<file path="config.mk">
export PLATFORM = sky130hd
export DESIGN_NAME = ppfm_top
export DESIGN_NICKNAME = d
export VERILOG_FILES = /design/src/core/ppfm_pkg.sv /design/src/core/ppfm_edge.sv /design/src/core/ppfm_top.sv
export SDC_FILE = /design/constraint.sdc
export NUM_CORES = 1
export LEC_CHECK = 0
export ABC_AREA = 0
export ABC_CLOCK_PERIOD_IN_PS = 1700
export CAP_MARGIN = 0
export CORE_ASPECT_RATIO = 0.7
export CORE_UTILIZATION = 50
export CTS_BUF_LIST = sky130_fd_sc_hd__clkbuf_8
export DETAILED_ROUTE_END_ITERATION = 8
export DONT_BUFFER_PORTS = 1
export MAX_ROUTING_LAYER = met4
export PLACE_DENSITY = 0.65
export SLEW_MARGIN = 40
export SYNTH_ARGS = -nofsm -noshare
export SYNTH_HDL_FRONTEND = slang
export SYNTH_HIERARCHICAL = 1
export SYNTH_SLANG_ARGS = --single-unit
</file>
<file path="constraint.sdc">
create_clock -name clk -period 1.7 [get_ports clk]
set_input_delay 0.17 -clock clk [delete_from_list [all_inputs] [get_ports clk]]
set_output_delay 0.17 -clock clk [all_outputs]
set_load 0.005 [all_outputs]
</file>
<file path="src/core/ppfm_pkg.sv">
// Package of constants for the port pin function mux
// Function
// - Low reset pin holds start-up state
// - Internal reset pulls reset pin low
// - Interrupt pin senses edge or edge-and-level
// - Sensitivity bit set by reset, write once
// - Capture triggers on programmed pin edge
// - Four eight-bit ports, per-pin direction, data
// - All port pins inputs after reset, except fourth port bit six (compare)
// - Serial enable makes bit zero receive input
// - Serial enable makes bit one transmit output
// - PWM enables route channels to port pins
package ppfm_pkg;
  localparam int PORT_W = 8;                      // Width of each port
  localparam int PWM_N  = 5;                      // Number of PWM channels
  localparam logic [7:0] DIR_RST  = 8'h00;        // All inputs after reset
  localparam logic [7:0] DATA_RST = 8'h00;        // Output latches cleared
  localparam logic       SENS_RST = 1'b1;         // Edge-and-level after reset
  localparam int BIT_RX  = 0;                     // Receive pin position
  localparam int BIT_TX  = 1;                     // Transmit pin position
  localparam int BIT_CMP = 6;                     // Compare pin position
  localparam int PORT_N  = 4;                     // Number of ports
  localparam logic [2:0] PWM_POS0 = 3'd2;         // Position of PWM channel 0
  localparam logic [2:0] PWM_POS4 = 3'd7;         // Position of PWM channel 4
endpackage

</file>
<file path="src/core/ppfm_edge.sv">
// Edge detector for one synchronous input pin: rising, falling and selected edge
`timescale 1ns/1ps
module ppfm_edge (
  // Clock and control
  input  wire logic clk,
  input  wire logic sys_rst,
  input  wire logic clk_en,
  // Pin and selection
  input  wire logic pin,
  input  wire logic rise_sel,
  // Results
  output logic      rise_p,
  output logic      fall_p,
  output logic      sel_p
);
  logic prev_r;   // Pin level one cycle ago
  logic armed_r;  // Low until one level has been seen after reset

  // Remember previous level; edges are masked until prev_r holds a real
  // sample, so a pin that rests low shows no false edge after reset
  always_ff @(posedge clk) begin
    if (sys_rst) begin
      prev_r  <= 1'b1;
      armed_r <= 1'b0;
      rise_p  <= 1'b0;
      fall_p  <= 1'b0;
      sel_p   <= 1'b0;
    end else if (clk_en) begin
      prev_r  <= pin;
      armed_r <= 1'b1;
      rise_p  <= armed_r & pin & ~prev_r;
      fall_p  <= armed_r & ~pin & prev_r;
      sel_p   <= armed_r & (rise_sel ? (pin & ~prev_r) : (~pin & prev_r));
    end
  end
endmodule

</file>
<file path="src/core/ppfm_top.sv">
// Pin function mux: reset pin, interrupt sense, capture edge and four ports
`timescale 1ns/1ps
module ppfm_top (
  // Clock, reset and enable
  input  wire logic       clk,
  input  wire logic       sys_rst,
  input  wire logic       clk_en,
  // Reset pin, open drain
  input  wire logic       reset_pin_n_i,
  output logic            reset_pin_o,
  output logic            reset_pin_oe,
  input  wire logic       internal_reset,
  output logic            core_reset,
  // Interrupt pin and sensitivity option
  input  wire logic       irq_pin_n,
  input  wire logic       sens_wr,
  input  wire logic       sens_wdata,
  output logic            irq_req,
  // Capture pin
  input  wire logic       capture_input_pin,
  input  wire logic       capture_rise_sel,
  output logic            capture_event,
  // First three ports: pins; programming for all four ports
  input  wire logic [7:0] first_port_pins_i,
  output logic [7:0]      first_port_pins_o,
  output logic [7:0]      first_port_pins_oe,
  input  wire logic [7:0] second_port_pins_i,
  output logic [7:0]      second_port_pins_o,
  output logic [7:0]      second_port_pins_oe,
  input  wire logic [7:0] third_port_pins_i,
  output logic [7:0]      third_port_pins_o,
  output logic [7:0]      third_port_pins_oe,
  input  wire logic [1:0] port_sel,
  input  wire logic       dir_wr,
  input  wire logic       data_wr,
  input  wire logic [7:0] port_wdata,
  output logic [7:0]      port_rdata,
  // Fourth port pins and alternate functions
  input  wire logic [7:0] fourth_port_pins_i,
  output logic [7:0]      fourth_port_pins_o,
  output logic [7:0]      fourth_port_pins_oe,
  input  wire logic       serial_enable,
  input  wire logic       serial_tx_data,
  output logic            serial_receive_pin,
  input  wire logic       compare_level,
  input  wire logic [4:0] pwm_enable,
  input  wire logic [4:0] pwm_channel_outputs
);
  logic [7:0] dir_r  [ppfm_pkg::PORT_N];  // Direction per port, 1 drives
  logic [7:0] data_r [ppfm_pkg::PORT_N];  // Output latch per port
  logic       sens_r;                     // 1 edge-and-level, 0 edge only
  logic       sens_done_r;                // Write-once lock
  logic       rst_any;                    // System reset or low reset pin
  logic       irq_fall;                   // Falling edge of interrupt pin
  logic [7:0] d_oe_nxt, d_o_nxt;          // Fourth port drive
  logic [7:0] pins_i [ppfm_pkg::PORT_N];  // Pin inputs by port

  // Reset pin low, or the system reset, holds all port, sensitivity and interrupt state at start-up
  assign rst_any = sys_rst | ~reset_pin_n_i;

  assign pins_i[0] = first_port_pins_i;
  assign pins_i[1] = second_port_pins_i;
  assign pins_i[2] = third_port_pins_i;
  assign pins_i[3] = fourth_port_pins_i;

  // Open-drain drive of the reset pin on internal resets
  always_ff @(posedge clk) begin
    if (sys_rst) begin
      reset_pin_o  <= 1'b0;
      reset_pin_oe <= 1'b0;
      core_reset   <= 1'b1;
    end else if (clk_en) begin
      reset_pin_o  <= 1'b0;                 // Only ever drives low
      reset_pin_oe <= internal_reset;
      core_reset   <= ~reset_pin_n_i | internal_reset;
    end
  end

  // Sensitivity option: set by reset, one write allowed afterwards
  always_ff @(posedge clk) begin
    if (rst_any) begin
      sens_r      <= ppfm_pkg::SENS_RST;
      sens_done_r <= 1'b0;
    end else if (clk_en && sens_wr && !sens_done_r) begin
      sens_r      <= sens_wdata;
      sens_done_r <= 1'b1;
    end
  end

  // Interrupt edge detector, falling edge on the active-low pin
  ppfm_edge u_irq_edge (
    .clk      (clk),
    .sys_rst  (rst_any),
    .clk_en   (clk_en),
    .pin      (irq_pin_n),
    .rise_sel (1'b0),
    .rise_p   (),
    .fall_p   (irq_fall),
    .sel_p    ()
  );

  // Capture edge detector with programmed polarity
  ppfm_edge u_cap_edge (
    .clk      (clk),
    .sys_rst  (rst_any),
    .clk_en   (clk_en),
    .pin      (capture_input_pin),
    .rise_sel (capture_rise_sel),
    .rise_p   (),
    .fall_p   (),
    .sel_p    (capture_event)
  );

  // Request: edge always, low level too when level sensing is chosen
  always_ff @(posedge clk) begin
    if (rst_any) begin
      irq_req <= 1'b0;
    end else if (clk_en) begin
      irq_req <= irq_fall | (sens_r & ~irq_pin_n);
    end
  end

  // Direction and data latches; direction reset clears every direction bit, fourth port bit six included
  always_ff @(posedge clk) begin
    if (rst_any) begin
      for (int p = 0; p < ppfm_pkg::PORT_N; p++) begin
        dir_r[p]  <= ppfm_pkg::DIR_RST;
        data_r[p] <= ppfm_pkg::DATA_RST;
      end
    end else if (clk_en) begin
      if (dir_wr) begin
        dir_r[port_sel] <= port_wdata;
      end
      if (data_wr) begin
        data_r[port_sel] <= port_wdata;
      end
    end
  end

  // Fourth port drive; alternate functions take priority over the latch
  always_comb begin
    d_oe_nxt = dir_r[3];
    d_o_nxt  = data_r[3];
    if (serial_enable) begin
      d_oe_nxt[ppfm_pkg::BIT_RX] = 1'b0;
      d_oe_nxt[ppfm_pkg::BIT_TX] = 1'b1;
      d_o_nxt[ppfm_pkg::BIT_TX]  = serial_tx_data;
    end
    for (int c = 0; c < ppfm_pkg::PWM_N - 1; c++) begin
      if (pwm_enable[c]) begin
        d_oe_nxt[int'(ppfm_pkg::PWM_POS0) + c] = 1'b1;
        d_o_nxt[int'(ppfm_pkg::PWM_POS0) + c]  = pwm_channel_outputs[c];
      end
    end
    if (pwm_enable[4]) begin
      d_oe_nxt[ppfm_pkg::PWM_POS4] = 1'b1;
      d_o_nxt[ppfm_pkg::PWM_POS4]  = pwm_channel_outputs[4];
    end
    // Compare position ignores the direction latch entirely
    d_oe_nxt[ppfm_pkg::BIT_CMP] = 1'b1;
    d_o_nxt[ppfm_pkg::BIT_CMP]  = compare_level;
  end

  // Registered pin drives for all four ports
  always_ff @(posedge clk) begin
    if (rst_any) begin
      first_port_pins_oe  <= ppfm_pkg::DIR_RST;
      second_port_pins_oe <= ppfm_pkg::DIR_RST;
      third_port_pins_oe  <= ppfm_pkg::DIR_RST;
      fourth_port_pins_oe <= ppfm_pkg::DIR_RST;
      first_port_pins_o   <= ppfm_pkg::DATA_RST;
      second_port_pins_o  <= ppfm_pkg::DATA_RST;
      third_port_pins_o   <= ppfm_pkg::DATA_RST;
      fourth_port_pins_o  <= ppfm_pkg::DATA_RST;
      serial_receive_pin  <= 1'b1;
    end else if (clk_en) begin
      first_port_pins_oe  <= dir_r[0];
      second_port_pins_oe <= dir_r[1];
      third_port_pins_oe  <= dir_r[2];
      fourth_port_pins_oe <= d_oe_nxt;
      first_port_pins_o   <= data_r[0];
      second_port_pins_o  <= data_r[1];
      third_port_pins_o   <= data_r[2];
      fourth_port_pins_o  <= d_o_nxt;
      serial_receive_pin  <= serial_enable ? fourth_port_pins_i[ppfm_pkg::BIT_RX] : 1'b1;
    end
  end

  // Read back: output bits show the latch, input bits the pin; fourth port bit six the pin
  always_ff @(posedge clk) begin
    if (rst_any) begin
      port_rdata <= 8'h00;
    end else if (clk_en) begin
      port_rdata <= (data_r[port_sel] & dir_r[port_sel]) |
                    (pins_i[port_sel] & ~dir_r[port_sel]);
      if (port_sel == 2'd3) begin
        port_rdata[ppfm_pkg::BIT_CMP] <= fourth_port_pins_i[ppfm_pkg::BIT_CMP];
      end
    end
  end
endmodule

</file>
Word-level counts from Yosys, hierarchy flattened
Memory sizes are Yosys's and may differ from the RTL's. A register that Yosys moved wholly into a read port is not among the register bits.
Cells that the tools add are included.

word-level totals
  register bits after elaboration = 35
  memory bits (writable) = 64
  bits of input ports = 67
  output and inout port bits = 78
  memories = 2

memories
  memory  depth  bits a word  rd ports  clocked after Yosys merged registers in  write ports  RTL line        source
  data_r  4      8            5         3                                        4            ppfm_top.sv:50  logic [7:0] data_r [ppfm_pkg::PORT_N];
  dir_r   4      8            5         3                                        4            ppfm_top.sv:49  logic [7:0] dir_r [ppfm_pkg::PORT_N];

cells by class
  $lt $le $gt $ge = 1
  equality and inequality tests = 1
  multiplexer cells = 34
  bitwise logic cells = 18
  reduce and logical (&&, ||, !) cells = 5

operator list
  kind                                        number
  8-bit two-way mux                           4
  1-bit two-way mux                           26
  8-bit bitwise AND                           2
  8-bit binary-select mux with 2-bit select   1
  8-bit OR reduction                          2
  8-bit NOT                                   1
  8-bit bitwise OR                            1
  1-bit bitwise AND                           6
  2-bit two-way mux                           3
  1-bit NOT                                   4
  3-bit >= comparator, second input constant  1
  2-bit NOT with 3-bit output                 1
  1-bit bitwise OR                            3
  2-bit == test, second input constant        1
  1-bit logical AND                           2
  1-bit zero test                             1

Depth between registers and ports, before layout
  word-level depth = 7
  gate-level depth with buffers = 6

Hierarchy
Netlist, hierarchy kept.

by module, submodules not included
  module     times used  cells an instance  area each (µm²)  seq. area each (µm²)
  ppfm_top   1           479                5749.3           3423.3
  ppfm_edge  2           22                 207.7            100.1

Worst setup path after synthesis
No wires, ideal clock.

  path type = input port to flip-flop
  start point = input port clk_en
  end point = memory dir_r[2][0] (enable)
  arrival = 1.121 ns
  path slack = 0.195 ns
  stages = 3
  cell sequence = buf_2 nand2b_2 o21ai_0

RTL lines
  what             RTL line        source
  start, declared  ppfm_top.sv:7   input wire logic clk_en,
  end, declared    ppfm_top.sv:49

Final worst setup path
  start point = input port reset_pin_n_i
  end point = register u_cap_edge.prev_r

between the ends
  cells in the longest elaborated chain, start to end = 2

RTL lines
  what                  RTL line         source
  start, declared       ppfm_top.sv:9    input wire logic reset_pin_n_i,
  1-bit NOT             ppfm_top.sv:59   assign rst_any = sys_rst | ~reset_pin_n_i;
  1-bit bitwise OR      ppfm_top.sv:59
  end signal, assigned  ppfm_edge.sv:29  prev_r <= pin;
  end, declared         ppfm_edge.sv:16  logic prev_r;

Every way passes these cells.
A chain may end at the register's enable or synchronous reset.

==> flow_summary.toml <==
[status]
outcome = "complete, no violations"

[cells_and_area]
fillers = 935
regArea_mm2 = 0.00354
final_area_mm2 = 0.00723
multi_input_area_mm2 = 0.00228
drive_gt1_share_pct = 12.9
nNetsFinal = 642
syn_to_final_growth_pct = 20.6
final_cells = 745
fin_util_pct = 61.8
antenna_cells = 0

[worst_setup_path]
critPathArrivalTime_ps = 1780
slowest_stage = "dlygate4sd3_1"
crit_path_max_incr_delay_ps = 570
worstSetupPathType = "in2reg"
rr_startpoint = "dir_r[1][4]"
r2r_cells = 3
path_max_fanout = 14
crit_chain = "nor2b_4 > buf_4 > inv_2 > buf_4 > a211o_1 > dlygate4sd3_1"
path_buf_inv = 4
worst_setup_path_end_kind = "register"
critPathLaunchType = "primary input"
required_ps = 2020
crit_top_cell = "buf_4"
r2r_slack_ps = 300
cpLargestDelayFamily = "buffers and inverters"
reg2reg_to = "second_port_pins_oe[4]"

[die]
core_mm2 = 0.0117
start_util_pct = 51.3
die_area_mm2 = 0.0124
io_pins = 145
die_w_um = 133
rows = 33
die_h_um = 93.6

[clocking]
clockBufferDepth = 2
cts-buffers-inserted = 17
tritoncts = "yes"
cts.repair.resized = 0
clock_latency_ps = 430
clock-sinks = 146
htreeDepth = 4
root_buffer = "clkbuf_8"
postCtsSetupBuffers = 0
holdBufCountCts = 61
clk_pin_slew_worst_paths_ps = 80

[hold_path]
min_path_type = "in2reg"
hp-start = "second_port_pins_i[6]"
hold_path_end = "port_rdata[6]"
whs_path_depth = 3

[synthesis]
synth_area_mm2 = 0.00599
syn_nets = 571
yosys_warnings = 6
synthCells = 504
avgSynthCellArea_um2 = 11.9

[grt]
grt_overflow = 0
grt_usage_pct = 25.9
grt_pass1_vias = 4058
grt_start_max_net_pins = 66
antenna_found_initial = 0
grt_pass1_wl_um = 22800

[power_and_ir_drop]
switchingPower_mw = 1.64
comb_power_share_pct = 7.6
leakagePower_nw = 2.88
clkPwrFrac_pct = 39.7
seq_power_share_pct = 52.7
switching_share_pct = 22.1
power_density_mw_per_mm2 = 1030
ir_worst_vdd_uv = 480
power_mw = 7.44
internal_power_mw = 5.79

[sta]
min_period_over_period_pct = 85.5
fin_tns_setup_ps = 0
worstMarginPinSlew_ps = 692
skew_ps = 8.30
setup_viol = 0
final-hold-violation-count = 0
rsz0062_at_grt = "no"
finalWorstSetupSlack_ps = 247
fmax_mhz = 688
finalCriticalPeriod_ps = 1450
fin_hold_ws_ps = 95.4
slew_viol_final = 0
slew_headroom_pct = 53.5

[place]
place.gp.congestion = 0.812
dp_hpwl_um = 10300
place_area_mm2 = 0.00616
place_ws_ps = 147
portBuffers = 0
dp.cells = 652

[job]
drv_cap = 0

[routing]
wirelength_um = 15000
via_count = 4060
vias_per_cell = 5.45
avgRoutedWirePerCell_um = 20.2
drtIter0Drc = 235
first_pass_iters = 6
drc = 0
ant_nets = 0
[registers in the layout, indices dropped and copies added (netlist names), 8 cells and up]
signal / cells
first_port_pins_oe: 8
third_port_pins_oe: 8
fourth_port_pins_oe: 8
first_port_pins_o: 8
second_port_pins_o: 8
fourth_port_pins_o: 8
dir_r: 31
third_port_pins_o: 8
port_rdata: 8
second_port_pins_oe: 8
data_r: 31
[power by group through the flow]
stage | clock, mW | combinational (mW) | sequential (mW)
detailed placement | 0 | 0.399 | 4.00
global route | 3.15 | 0.613 | 3.93
floorplan | 0 | 0.373 | 3.95
CTS | 2.99 | 0.562 | 3.92
global placement | 0 | 0.387 | 4.00
finish | 2.95 | 0.564 | 3.92
[worst min-delay path, delay by kind of cell]
family	cells	cell delay, ps
AO/OA/AOI/OAI	2	200
multiplexers	1	120
[how the worst max path moves through the flow]
stage,from,end,depth (start not counted)
after floorplan,clk_en,dir_r[2][0],3
after global routing,reset_pin_n_i,u_cap_edge/prev_r,6
after detailed placement,reset_pin_n_i,dir_r[0][4],4
final,reset_pin_n_i,u_cap_edge/prev_r,6
after global placement,reset_pin_n_i,data_r[0][7],4
after CTS,reset_pin_n_i,u_cap_edge/prev_r,6
[final cells by class]
type | count | area share [%]
repair buffers | 78 | 10.5
clock inverters | 12 | 2.27
well taps | 157 | 2.72
clock buffers | 20 | 3.81
multi-input cells | 328 | 31.5
inverters | 4 | 0.208
flip-flops and latches | 146 | 49.0
[layout by cell type (no fill, tap or decap), drive strengths merged]
cell	count
dfxtp	84
mux2i	72
nor2	72
and2	62
edfxtp	62
dlygate4sd3	60
o21ai	23
clkbuf	20
a21oi	19
buf	18
mux2	16
nand2	10
nand2b	8
o22ai	7
a221o	7
inv	7
a211oi	6
nor3	6
nor2b	5
clkinv	5
bufinv	4
nand3b	3
and3	2
a211o	2
a222oi	1
or2b	1
o311ai	1
conb	1
a22oi	1
or3b	1
o31ai	1
nand4b	1
[metal layers]
| metal | up-vias | track usage, % | share of wire (%) |
|---|---|---|---|
| met2 | 144 | 38.6 | 45 |
| met4 | 0 | 7.95 | 1.0 |
| met3 | 14 | 8.78 | 8.4 |
| met1 | 1977 | 33.4 | 45 |
| li1 | 1925 | - | - |
| met5 | - | - | 0 |
No activity file was read; power rests on OpenSTA's default activity.
